$ cat config.mk
export PLATFORM = sky130hd
export DESIGN_NAME = tps_timer
export DESIGN_NICKNAME = d
export VERILOG_FILES = /design/src/rtl/tps_prescaler.v /design/src/rtl/tps_timer.v
export VERILOG_INCLUDE_DIRS = /design/src /design/src/rtl
export SDC_FILE = /design/constraint.sdc
export NUM_CORES = 1
export LEC_CHECK = 0
export CAP_MARGIN = 20
export CORE_AREA = 2 2 106 108
export CTS_CLUSTER_DIAMETER = 30
export DETAILED_ROUTE_END_ITERATION = 8
export DIE_AREA = 0 0 108 110
export DONT_BUFFER_PORTS = 1
export GPL_TIMING_DRIVEN = 0
export HOLD_SLACK_MARGIN = 0.03
export PLACE_DENSITY = 0.59
export SYNTH_ARGS = -nofsm -noshare
export SYNTH_HDL_FRONTEND = slang
export SYNTH_SLANG_ARGS = --single-unit
$ cat constraint.sdc
create_clock -name clk -period 2.8 [get_ports clk]
set_input_delay 0 -clock clk [delete_from_list [all_inputs] [get_ports clk]]
set_output_delay 0 -clock clk [all_outputs]
set_load 0.02 [all_outputs]
$ cat src/rtl/tps_defines.vh
// Register offsets, field positions, reset values and timing constants for the period timer
`ifndef TPS_DEFINES_VH
`define TPS_DEFINES_VH
// Word addresses of the registers
`define TPS_ADDR_CORE_IRQ 4'h0
`define TPS_ADDR_PIE_ONE 4'h1
`define TPS_ADDR_PIR_ONE 4'h2
`define TPS_ADDR_PERIOD 4'h3
`define TPS_ADDR_COUNT 4'h4
`define TPS_ADDR_CONTROL 4'h5
// Control register fields
`define TPS_CTL_POST_HI 6
`define TPS_CTL_POST_LO 3
`define TPS_CTL_ON 2
`define TPS_CTL_PRE_HI 1
`define TPS_CTL_PRE_LO 0
`define TPS_CTL_MASK 8'h7F
// Interrupt bit positions
`define TPS_BIT_TIMER_IRQ 1
`define TPS_BIT_GIE 7
`define TPS_BIT_PERIPHERAL_IRQ_ENABLE 6
// Reset values
`define TPS_RST_COUNT 8'h00
`define TPS_RST_PERIOD 8'hFF
`define TPS_RST_CONTROL 8'h00
// Instruction rate is one quarter of the system clock
`define TPS_INSTR_DIV 2'h3
`endif

$ cat src/rtl/tps_prescaler.v
// Instruction-rate enable and selectable prescaler for the period timer
`timescale 1ns/1ps
module tps_prescaler (
	// Clock and reset
	input wire clk,
	input wire rst,
	// Control
	input wire clear,
	input wire run,
	input wire [1:0] select,
	// Output enable pulse
	output reg tick
);
	`include "tps_defines.vh"
	reg [1:0] phase_reg; // Oscillator phase within the instruction cycle
	reg [3:0] pre_reg; // Prescale count
	reg [3:0] limit; // Last prescale count for the select value
	wire instr_en; // One cycle in four

	// Divide select: 1, 4, or 16 when the upper bit is set
	always @* begin
		if (select[1]) begin
			limit = 4'hF;
		end else if (select[0]) begin
			limit = 4'h3;
		end else begin
			limit = 4'h0;
		end
	end

	assign instr_en = (phase_reg == `TPS_INSTR_DIV);

	// Free-running instruction phase, then the prescale counter
	always @(posedge clk) begin
		if (rst) begin
			phase_reg <= 2'h0;
			pre_reg <= 4'h0;
			tick <= 1'b0;
		end else begin
			phase_reg <= phase_reg + 2'h1;
			tick <= 1'b0;
			if (clear) begin
				pre_reg <= 4'h0;
			end else if (run && instr_en) begin
				if (pre_reg >= limit) begin
					pre_reg <= 4'h0;
					tick <= 1'b1;
				end else begin
					pre_reg <= pre_reg + 4'h1;
				end
			end
		end
	end
endmodule // tps_prescaler

$ cat src/rtl/tps_timer.v
// Period timer with prescaler, postscaler and Avalon-MM register slave
//
// The Avalon-MM interface to the registers and the register addresses were chosen for this implementation.
`timescale 1ns/1ps
// Functional notes
// - Readable, writable 8-bit count register
// - Writable period register compared with count
// - Timer-on bit starts and stops counting
// - Top control bit reads zero; reset zero
// - Timer flag at bit 1 of flags
// - Timer enable at bit 1 of enables
// - Count increments from zero up to period
// - Match clears count, advances postscaler; postscaler output sets flag
// - Count or control write clears scalers
// - Reset: count zero, period all ones
module tps_timer (
	// Clock and reset
	input wire clk,
	input wire rst,
	// Avalon-MM slave
	input wire [3:0] avs_address,
	input wire avs_read,
	input wire avs_write,
	input wire [31:0] avs_writedata,
	input wire [3:0] avs_byteenable,
	output reg [31:0] avs_readdata,
	output reg avs_waitrequest,
	// Interrupt
	output reg irq
);
	// Offsets and field positions must be known here whatever the compile order
	`include "tps_defines.vh"
	reg [7:0] core_irq_reg; // Global and peripheral enables plus other bits
	reg [7:0] pie_one_reg; // Peripheral enable bits
	reg [7:0] pir_one_reg; // Peripheral flag bits
	reg [7:0] period_reg; // Match value
	reg [7:0] count_reg; // Current count
	reg [7:0] control_reg; // Postscale, on bit, prescale
	reg [3:0] post_reg; // Postscale match count
	reg done_reg; // Access answered, release one cycle
	reg [7:0] count_next; // Next count value
	reg [3:0] post_next; // Next postscale count
	reg post_fire; // Postscaler output pulse
	reg [7:0] rd_next; // Read mux
	wire tick; // Prescaler output pulse
	wire access; // Request pending this cycle
	wire wr_lane0; // Write with low byte enabled
	wire wr_count; // Software write to count
	wire wr_control; // Software write to control
	wire scaler_clear; // Clear both scalers
	wire rd_flags; // Read of the flag register

	assign access = (avs_read || avs_write) && !done_reg;
	assign wr_lane0 = access && avs_write && avs_byteenable[0];
	assign wr_count = wr_lane0 && (avs_address == `TPS_ADDR_COUNT);
	assign wr_control = wr_lane0 && (avs_address == `TPS_ADDR_CONTROL);
	assign scaler_clear = wr_count || wr_control;
	assign rd_flags = access && avs_read && (avs_address == `TPS_ADDR_PIR_ONE);

	// Prescale count holds while the timer is off; the instruction phase keeps running
	tps_prescaler u_pre (
		.clk(clk),
		.rst(rst),
		.clear(scaler_clear),
		.run(control_reg[`TPS_CTL_ON]),
		.select(control_reg[`TPS_CTL_PRE_HI:`TPS_CTL_PRE_LO]),
		.tick(tick)
	);

	// Count and postscale next values
	always @* begin
		count_next = count_reg;
		post_next = post_reg;
		post_fire = 1'b0;
		if (tick) begin
			if (count_reg == period_reg) begin
				count_next = 8'h00;
				if (post_reg >= control_reg[`TPS_CTL_POST_HI:`TPS_CTL_POST_LO]) begin
					post_next = 4'h0;
					post_fire = 1'b1;
				end else begin
					post_next = post_reg + 4'h1;
				end
			end else begin
				count_next = count_reg + 8'h01;
			end
		end
	end

	// Read data selection; unmapped addresses read zero
	always @* begin
		case (avs_address)
			`TPS_ADDR_CORE_IRQ: rd_next = core_irq_reg;
			`TPS_ADDR_PIE_ONE: rd_next = pie_one_reg;
			`TPS_ADDR_PIR_ONE: rd_next = pir_one_reg;
			`TPS_ADDR_PERIOD: rd_next = period_reg;
			`TPS_ADDR_COUNT: rd_next = count_reg;
			`TPS_ADDR_CONTROL: rd_next = control_reg & `TPS_CTL_MASK;
			default: rd_next = 8'h00;
		endcase
	end

	// Registers, bus handshake and interrupt output
	always @(posedge clk) begin
		if (rst) begin
			core_irq_reg <= 8'h00;
			pie_one_reg <= 8'h00;
			pir_one_reg <= 8'h00;
			period_reg <= `TPS_RST_PERIOD;
			count_reg <= `TPS_RST_COUNT;
			control_reg <= `TPS_RST_CONTROL;
			post_reg <= 4'h0;
			done_reg <= 1'b0;
			avs_readdata <= 32'h0000_0000;
			avs_waitrequest <= 1'b1;
			irq <= 1'b0;
		end else begin
			done_reg <= access;
			avs_waitrequest <= !access;
			if (access && avs_read) begin
				avs_readdata <= {24'h000000, rd_next};
			end
			// Count: software write wins over the increment
			if (wr_count) begin
				count_reg <= avs_writedata[7:0];
			end else begin
				count_reg <= count_next;
			end
			// Scaler clear on count or control write
			if (scaler_clear) begin
				post_reg <= 4'h0;
			end else begin
				post_reg <= post_next;
			end
			if (wr_lane0 && avs_address == `TPS_ADDR_PERIOD) begin
				period_reg <= avs_writedata[7:0];
			end
			if (wr_control) begin
				control_reg <= avs_writedata[7:0] & `TPS_CTL_MASK;
			end
			if (wr_lane0 && avs_address == `TPS_ADDR_CORE_IRQ) begin
				core_irq_reg <= avs_writedata[7:0];
			end
			if (wr_lane0 && avs_address == `TPS_ADDR_PIE_ONE) begin
				pie_one_reg <= avs_writedata[7:0];
			end
			// Flags: read clears, write may set or clear, event wins
			if (rd_flags) begin
				pir_one_reg <= 8'h00;
			end else if (wr_lane0 && avs_address == `TPS_ADDR_PIR_ONE) begin
				pir_one_reg <= avs_writedata[7:0];
			end
			if (post_fire) begin
				pir_one_reg[`TPS_BIT_TIMER_IRQ] <= 1'b1;
			end
			// Request only with every enable set; flag sets regardless
			irq <= pir_one_reg[`TPS_BIT_TIMER_IRQ] && pie_one_reg[`TPS_BIT_TIMER_IRQ]
				&& core_irq_reg[`TPS_BIT_PERIPHERAL_IRQ_ENABLE] && core_irq_reg[`TPS_BIT_GIE];
		end
	end
endmodule // tps_timer
==> impl_metrics.tcl, run 1 <==
set metrics [dict create \
    grt_max_degree 13 \
    clock-sinks 69 \
    fillers 1095 \
    clk_latency_ns 0.36 \
    fin_crit_sh_pct 81.4 \
    end_kind "flop" \
    use_met2_pct 28.3 \
    rows 38 \
    endpoint "post_reg[2]" \
    cts.reportedPaths.clkPinSlew_ns 0.07 \
    status "complete, no violations" \
    synth.most_common_cell "nand2_1" \
    finalNonFillerCells 628 \
    grtUsageMet3_pct 4.64 \
    crit_fanout 6 \
    initial_utilization_pct 34.2 \
    finalCriticalPeriod_ns 2.28 \
    nets 539 \
    maxSlewViolCount 0 \
    numPortBuffers 0 \
    cpLargestDelayFamily "simple AND/OR/NAND/NOR gates" \
    timing.rr.end "post_reg[2]" \
    pre_cts_slack_ns 0.546 \
    start_kind "flop" \
    postSynthAreaPerCell_sq_um 8.36 \
    cts-htree-levels 3 \
    area_growth_pct 16.0 \
    routabilityCongestion 0.829 \
    yosys_most_used_dff "dfxtp_1" \
    cp.depth 7 \
    power_density_nw_per_um2 500 \
    hold_viol 0 \
    drc_errors 0 \
    setup_slack_ns 0.520 \
    reg2reg_depth 7 \
    crit_required_ns 3.08 \
    crit_path_top_delay_cell "a2111oi_1" \
    drive_gt1_share_pct 13.1 \
    path_buf_inv 1 \
    ys_ff_latch 69 \
    p_leak_nw 1.64 \
    globalRouteTotalUtil_pct 17.4 \
    grt_overflow 0 \
    grt-busiest-layer "met2" \
    cts_hold_buf 11 \
    drt_iter0_drc 168 \
    hold_class "input pin to flop" \
    maxCapViolations 0 \
    antenna_found_initial 0 \
    wl_um 9650 \
    routed-via-count 3118 \
    cts_buffer_depth 2 \
    netlist_instances 438 \
    detailed_place_hpwl_um 7100 \
    multi_input_area_sq_um 2030 \
    grt_pass1_vias 2913 \
    antennaDiodeCount 0 \
    cts_inserted_buffers 9 \
    cts_tree "done" \
    slowest_delay_ns 0.49 \
    tightest_slew_ns 0.689 \
    cts-root-buf "clkbuf_8" \
    use_met1_pct 22.0 \
    yosysTopAreaCellShare_pct 37.7 \
    synthArstFlopShare_pct 0 \
    r2r_slack_ns 0.52 \
    relSlewSlack_pct 54.1 \
    io_pins 78 \
    post_cts_buffers 0 \
    ant_nets 0 \
    skew_ns 0.0114 \
    rsz0062_at_grt "no" \
    placed_area_sq_um 3930 \
    worstPathCellList "inv_1, ha_1, nand2b_1, a2111oi_1, nor2_1, or4_1, a31oi_1" \
    crit_type "flop to flop" \
    cts-resized-gates 0 \
    die_h_um 110 \
    wl_per_cell_um 15.4 \
    finalSetupTns_ns 0 \
    yosysSeqAreaShare_pct 37.7 \
    synth_warnings 0 \
    seq_area_sq_um 1380 \
    critical_path.startpoint "post_reg[0]" \
    r2r-start "post_reg[0]" \
    p_total_mw 2.12 \
    numPlacedInstances 601 \
    first_pass_iters 5 \
    fp.dieW_um 108 \
    synth_edf_count 0 \
    dieArea_sq_um 11900 \
    vias_per_cell 4.96 \
    synth.area.top_cells "dfxtp_1, nand2_1, mux2i_1" \
    grt_pass1_wl_um 15500 \
    synth_common_cells "nand2_1, dfxtp_1, a21oi_1, mux2i_1, nor2_1" \
    synth.distinct_cells 54 \
    coreArea_sq_um 10700 \
    synth_top_cell_by_area "dfxtp_1" \
    synth_area_sq_um 3660 \
    peakVddDrop_v 0.000235 \
    fmax_mhz 439 \
    worstPathArrival_ns 2.56 \
    finish.instance_area_sq_um 4250 \
    setup_viol 0 \
]
## routing by layer
| layer | part of all wire (%) | wire length (um) |
|---|---|---|
| met5 | 0 | 0 |
| met4 | 2.4 | 227 |
| met1 | 44 | 4220 |
| met2 | 48 | 4650 |
| met3 | 5.6 | 542 |
## cells by family (layout without fill, tap and decap cells)
family	Yosys count	count (layout)	share of synthesized area (%)
adders and majority gates	12	12	4.10
xor gates and xnor gates	13	13	3.11
other	1	24	0.102
and+or+nand+nor	170	170	21.9
muxes	33	33	9.77
DFF	69	69	37.7
buffers and inverters	60	87	9.32
AOI/OAI and AO/OA	80	80	14.0
## placed cells by master (no fill, tap or decap), types with 4 or more instances in the layout
cell,n
a21oi_1,38
mux2i_1,29
a221oi_1,5
o22a_1,4
ha_1,12
and3_1,4
clkbuf_1,12
o21ai_0,5
nor3b_1,5
xor2_1,11
buf_4,25
buf_2,6
dfxtp_1,69
a31o_2,4
a31oi_1,4
clkbuf_8,9
nor2_1,28
nand2b_1,4
nand3_1,15
nand2_1,87
inv_1,14
conb_1,24
dlygate4sd3_1,11
nand4_1,4
## worst register-to-register path, cell delays in order (launching register included)
cell       delay, ns
dfxtp_1         0.40
inv_1           0.06
ha_1            0.26
nand2b_1        0.14
a2111oi_1       0.49
nor2_1          0.21
or4_1           0.49
a31oi_1         0.16
## report_power, final
part	total [mW]	switching [mW]	internal [mW]
logic	0.211	0.130	0.0809
clock network	0.906	0.404	0.502
registers	1.01	0.0136	0.993
## final cells by class
type / instances / share of cell area (%)
clock buffer: 10 / 3.00
sequential: 69 / 32.5
timing repair buffer: 11 / 2.59
buffer: 46 / 6.80
multi-input combinational: 332 / 47.7
inverter: 14 / 1.24
tap: 140 / 4.12
clock inverter: 6 / 2.06
## through the flow
step | hold WS (ns) | util [%]
global route | 0.127 | 39.7
floorplan | 0.128 | -
finish | 0.117 | 39.7
global placement | 0.133 | 36.7
CTS | 0.102 | 39.7
detailed placement | 0.137 | 36.7
## worst min path at each step
| stage | slack (ns) | endpoint | cells past startpoint | start |
|---|---|---|---|---|
| global route | 0.13 | u_pre.phase_reg[1] | 2 | rst |
| floorplan | 0.13 | period_reg[0] | 2 | avs_writedata[0] |
| detailed placement | 0.14 | period_reg[2] | 2 | avs_writedata[2] |
| global placement | 0.13 | period_reg[1] | 2 | avs_writedata[1] |
| finish | 0.12 | u_pre.phase_reg[1] | 2 | rst |
| CTS | 0.10 | core_irq_reg[1] | 5 | avs_address[3] |
(Power assumes the default switching activity.)
==> inputs of run 2 (changes only) <==
ABC_AREA = 1   (was unset)
PLACE_DENSITY = 0.6   (was 0.59)
clock period = 2.34 ns   (was 2.8 ns; I/O delays follow)
==> run 2 against run 1 <==
  * Critical path depth grew 2
  * Sequential power rose by 19%
  * Global-route usage fell by 0.093 points
  * Power increased by 20%
  * Via count grew 11%
  * Worst hold slack got worse by 0.064 ns
  * Synthesized cell count up 23%
  * Area after synthesis up 1.2%
  * Routed wire length grew 3.2%
  * Critical endpoint is now pir_one_reg[1]
  * Largest cell class unchanged
==> impl_metrics.tcl, run 2 <==
set metrics [dict create \
    grt_max_degree 13 \
    crit_required_ns 2.62 \
    synth_common_cells "nand2_1, inv_1, dfxtp_1, nor2_1, o21ai_0" \
    cts-root-buf "clkbuf_8" \
    start_kind "flop" \
    drive_gt1_share_pct 11.5 \
    maxCapViolations 0 \
    yosysSeqAreaShare_pct 37.3 \
    initial_utilization_pct 34.7 \
    clockPowerShare_pct 44.7 \
    peakVddDrop_v 0.000324 \
    drt_iter0_drc 309 \
    ys_ff_latch 69 \
    fp.dieW_um 108 \
    rows 38 \
    seqPwrFrac_pct 47.1 \
    cts-resized-gates 0 \
    pwr-share-comb_pct 8.2 \
    synth_area_sq_um 3710 \
    skew_ns 0.00801 \
    vias_per_cell 4.74 \
    end_kind "flop" \
    relSlewSlack_pct 57.2 \
    tightest_slew_ns 0.641 \
    netlist_instances 540 \
    hold_class "input pin to flop" \
    crit_type "flop to flop" \
    grt_pass1_wl_um 15900 \
    crit_path_top_delay_cell "dfxtp_1" \
    finalSetupTns_ns 0 \
    finalNonFillerCells 731 \
    maxSlewViolCount 0 \
    postSynthAreaPerCell_sq_um 6.87 \
    yosysTopAreaCellShare_pct 37.3 \
    fmax_mhz 647 \
    wl_per_cell_um 13.6 \
    swShare_pct 24.9 \
    grt_pass1_vias 3263 \
    holdWs_ns 0.0536 \
    coreArea_sq_um 10700 \
    globalRouteTotalUtil_pct 17.3 \
    cp_common_cell "nand2_1" \
    dieArea_sq_um 11900 \
    ant_nets 0 \
    crit_fanout 9 \
    status "complete, no violations" \
    yosys_most_used_dff "dfxtp_1" \
    clock-sinks 69 \
    synth_warnings 0 \
    final_common_cell "nand2_1" \
    nets 641 \
    p_int_mw 1.92 \
    numPortBuffers 0 \
    synth.distinct_cells 29 \
    placed_area_sq_um 3970 \
    synth_top_cell_by_area "dfxtp_1" \
    cts_inserted_buffers 9 \
    finish.instance_area_sq_um 4310 \
    area_growth_pct 16.4 \
    hold_viol 0 \
    routabilityCongestion 0.859 \
    power_switching_mw 0.635 \
    first_pass_iters 5 \
    die_h_um 110 \
    cts_buffer_depth 2 \
    routed-via-count 3467 \
    worstPathArrival_ns 1.83 \
    cts-htree-levels 3 \
    synth.area.top_cells "dfxtp_1, nand2_1, inv_1" \
    p_leak_nw 1.94 \
    io_pins 78 \
    detailed_place_hpwl_um 7360 \
    cts.reportedPaths.clkPinSlew_ns 0.08 \
    cts_tree "done" \
    clk_latency_ns 0.36 \
    setup_viol 0 \
    slowest_delay_ns 0.39 \
    rsz0062_at_grt "no" \
    fillers 1118 \
    grt_overflow 0 \
    finalCriticalPeriod_ns 1.55 \
    drc_errors 0 \
    synth_edf_count 0 \
    synthArstFlopShare_pct 0 \
    antenna_found_initial 2 \
    power_density_nw_per_um2 592 \
    fin_crit_sh_pct 66.0 \
    numPlacedInstances 703 \
    final_cell_mix "nand2_1, inv_1, dfxtp_1, nor2_1, o21ai_0" \
    synth.most_common_cell "nand2_1" \
    wl_um 9960 \
    p_total_mw 2.56 \
    worstPathCellList "inv_1, nand2_1, nand2_1, nand2_1, nor2_1, nand2_2, inv_2, nand3_1, a21oi_1" \
]
-- run 2: cell count changes in the layout (fill, tap and decap cells not counted), sizes merged, moves of 6 or more --
cell | before | now
o21ai | 5 | 52
inv | 14 | 76
o211ai | 1 | 7
nor2 | 29 | 62
nand3 | 15 | 21
a21oi | 38 | 45
nand2 | 87 | 135
mux2i | 29 | 0
buf | 35 | 29
xor2 | 11 | 4
-- run 2: power groups by stage --
stage | Combinational (mW) | Sequential (mW) | Clock [mW]
6_report | 0.210 | 1.20 | 1.14
5_1_grt | 0.230 | 1.21 | 1.22
4_1_cts | 0.208 | 1.20 | 1.16
3_5_place_dp | 0.177 | 1.23 | 0
3_3_place_gp | 0.175 | 1.23 | 0
2_1_floorplan | 0.149 | 1.23 | 0
-- run 2: timing repair --
item / 4_1_cts / 5_1_grt
buffers inserted: 0 / 0
hold buffers: 11 / 0
endpoints found under the hold margin: 65 / 0
-- run 2: cell type report --
class,instances,area (sq um),area share (%)
clock buffer,11,151,3.51
antenna,1,2.50,0.0580
clock inverter,5,81.3,1.89
multi-input combinational,384,1880,43.7
inverter,75,282,6.53
sequential,69,1380,32.0
tap,140,175,4.06
buffer,35,246,5.71
timing repair buffer,11,110,2.55
-- run 2: path summary, 6_finish.rpt --
kind                                          from            endpoint  slack, ns  cells after the start
worst max register to register        count_reg[5]      pir_one_reg[1]       0.79                      9
worst min register to register  u_pre.phase_reg[0]  u_pre.phase_reg[0]       0.43                      1
worst max-delay path                  count_reg[5]      pir_one_reg[1]       0.79                      9
worst min-delay path             avs_byteenable[0]      control_reg[0]       0.05                      3
-- run 2: kinds of logic (layout without fill, tap and decap cells) --
| family | after synthesis | count (layout) | synth area share, % |
|---|---|---|---|
| and+or+nand+nor | 231 | 231 | 26.9 |
| adders and majority gates | 12 | 12 | 4.05 |
| other | 1 | 25 | 0.101 |
| DFF | 69 | 69 | 37.3 |
| xor gates and xnor gates | 11 | 11 | 2.60 |
| AOI/OAI and AO/OA | 106 | 106 | 14.9 |
| buffers and inverters | 110 | 137 | 14.2 |
-- run 2: per-stage QoR --
stage / util [%] / worst slack (ns)
after floorplan: - / 1.02
after CTS: 40.3 / 0.804
after global placement: 37.1 / 0.816
after global routing: 40.3 / 0.656
final: 40.3 / 0.795
after detailed placement: 37.1 / 0.803
-- run 2: metal layers --
layer / up-vias / wire (um) / global-route usage [%]
met2: 102 / 4760 / 29.4
met3: 21 / 611 / 5.17
li1: 1755 / - / -
met1: 1587 / 4380 / 21.3
met5: - / 13 / 0
met4: 2 / 193 / 5.13
-- run 2: worst max-delay path: cells and delay by family (launching register included) --
| kind | cells | cell delay, ns |
|---|---|---|
| buf+inv | 2 | 0.27 |
| simple gates | 6 | 0.68 |
| compound gates | 1 | 0.15 |
| flops | 1 | 0.39 |
==> inputs of run 3 (changes only) <==
PLACE_DENSITY = 0.61   (was 0.6)
clock period = 1.4 ns   (was 2.34 ns; I/O delays follow)
==> run 3 against run 2 <==
  * The run now ends with negative setup slack left
  * Highest routed layer unchanged
  * Power grew 71%
  * Maximum frequency is 6.7% higher
  * Via count up 3.3%
  * Combinational power increased by 75%
  * Clock skew grew 0.0043 ns
==> impl_metrics.tcl, run 3 (synthesis gave the netlist of run 2 again) <==
set metrics [dict create \
    wl_per_cell_um 13.9 \
    maxSlewViolCount 0 \
    final_cell_mix "nand2_1, inv_1, dfxtp_1, nor2_1, o21ai_0" \
    final_common_cell "nand2_1" \
    violations "negative setup slack" \
    cts_inserted_buffers 9 \
    path_buf_inv 2 \
    power_density_nw_per_um2 943 \
    rsz0062_at_grt "yes" \
    routed-via-count 3580 \
    ant_nets 0 \
    clock-sinks 69 \
    dieArea_sq_um 11900 \
    tightest_slew_ns 0.640 \
    maxCapViolations 0 \
    cp_common_cell "nor2_2" \
    nets 650 \
    grt_pass1_wl_um 15800 \
    hold_viol 0 \
    numPortBuffers 0 \
    setup_viol 1 \
    drive_gt1_share_pct 21.2 \
    finalNonFillerCells 739 \
    seq_area_sq_um 1410 \
    cts_tree "done" \
    slowest_delay_ns 0.34 \
    wl_um 10300 \
    relSlewSlack_pct 57.3 \
    routabilityCongestion 0.883 \
    fillers 1113 \
    first_pass_iters 5 \
    worstPathCellList "inv_4, ha_4, inv_2, nor2_2, o21ai_2, nand3_4, nor2_2, nand3_1, a21oi_2" \
    globalRouteTotalUtil_pct 17.2 \
    placed_area_sq_um 3970 \
    area_growth_pct 24.8 \
    finish.instance_area_sq_um 4630 \
    grt_max_degree 13 \
    crit_required_ns 1.69 \
    peakVddDrop_v 0.000449 \
    fmax_mhz 690 \
    holdWs_ns 0.0682 \
    rows 38 \
    cts.reportedPaths.clkPinSlew_ns 0.07 \
    numPlacedInstances 703 \
    antennaDiodeCount 0 \
    grt_pass1_vias 3229 \
    status "finished with violations" \
    skew_ns 0.0124 \
    detailed_place_hpwl_um 7270 \
    cts-htree-levels 3 \
    crit_type "flop to flop" \
    drc_errors 0 \
    start_kind "flop" \
    die_h_um 110 \
    fin_crit_sh_pct 103 \
    fp.dieW_um 108 \
    crit_path_top_delay_cell "dfxtp_2" \
    setup_slack_ns -0.0485 \
    crit_fanout 5 \
    p_total_mw 4.36 \
    cts-root-buf "clkbuf_8" \
    hold_class "input pin to flop" \
    vias_per_cell 4.84 \
    antenna_found_initial 1 \
    final_util_pct 43.2 \
    grt_overflow 0 \
    initial_utilization_pct 34.7 \
    finalCriticalPeriod_ns 1.45 \
    drt_iter0_drc 286 \
    p_leak_nw 2.05 \
    end_kind "flop" \
    cpLargestDelayFamily "simple AND/OR/NAND/NOR gates" \
    clk_latency_ns 0.36 \
    coreArea_sq_um 10700 \
    io_pins 78 \
    multi_input_area_sq_um 2060 \
    worstPathArrival_ns 1.73 \
    cts_buffer_depth 2 \
]
[run 3: cell count changes in the layout (fill, tap and decap cells not counted), moves of 5 or more]
cell	before	now
a21oi_1	45	40
buf_4	25	35
dfxtp_1	69	52
dfxtp_2	0	13
ha_1	12	7
inv_1	71	63
inv_2	4	10
nor2_1	50	44
o21ai_0	49	43
o21ai_1	3	8
[run 3: power by group]
| group | switching (mW) | total (mW) | internal, mW |
|---|---|---|---|
| logic | 0.241 | 0.367 | 0.127 |
| registers | 0.0247 | 2.01 | 1.98 |
| clock network | 0.811 | 1.99 | 1.18 |
| total | 1.08 | 4.36 | 3.28 |
[run 3: worst reg2reg max path, cell delays in order, from the launching register on]
cell,delay (ns)
dfxtp_2,0.34
inv_4,0.05
ha_4,0.24
inv_2,0.05
nor2_2,0.03
o21ai_2,0.16
nand3_4,0.13
nor2_2,0.11
nand3_1,0.12
a21oi_2,0.15
[run 3: worst paths after layout]
| path | startpoint | endpoint | slack [ns] | depth (start not counted) |
|---|---|---|---|---|
| max | control_reg[4] | post_reg[1] | -0.05 | 9 |
| min | avs_address[2] | core_irq_reg[7] | 0.07 | 5 |
| max reg2reg | control_reg[4] | post_reg[1] | -0.05 | 9 |
| min reg2reg | u_pre.phase_reg[0] | u_pre.phase_reg[0] | 0.42 | 1 |
[run 3: area by class of cell]
type / instances / area share (%)
clock inverters: 7 / 2.46
well taps: 140 / 3.79
inverters: 75 / 6.19
multi-input cells: 384 / 44.6
repair buffers: 21 / 4.54
plain buffers: 34 / 5.19
clock buffers: 9 / 2.68
flip-flops and latches: 69 / 30.5
[run 3: per-stage QoR]
stage | setup slack, ns | setup TNS (ns)
3_3_place_gp | -0.116 | -0.315
3_5_place_dp | -0.128 | -0.529
4_1_cts | 0.000325 | 0
2_1_floorplan | 0.0813 | 0
6_report | -0.0485 | -0.0485
5_1_grt | -0.0914 | -0.436
[run 3: per-layer routing]
layer  vias up  GRT usage [%]  share of wire, %
met5         -              0              0.13
met4         2           7.78               2.7
met3        23           3.41               6.8
met2       120           27.1                46
met1      1648           22.8                44
li1       1787              -                 -
[run 3: repair_timing]
action                                 in CTS  in global routing
endpoints found under the hold margin      65                  0
setup buffers                               3                  7
resized for setup                          18                 57
setup endpoints to repair                  15                 31
pin swaps                                   9                 11
hold buffers                               11                  0
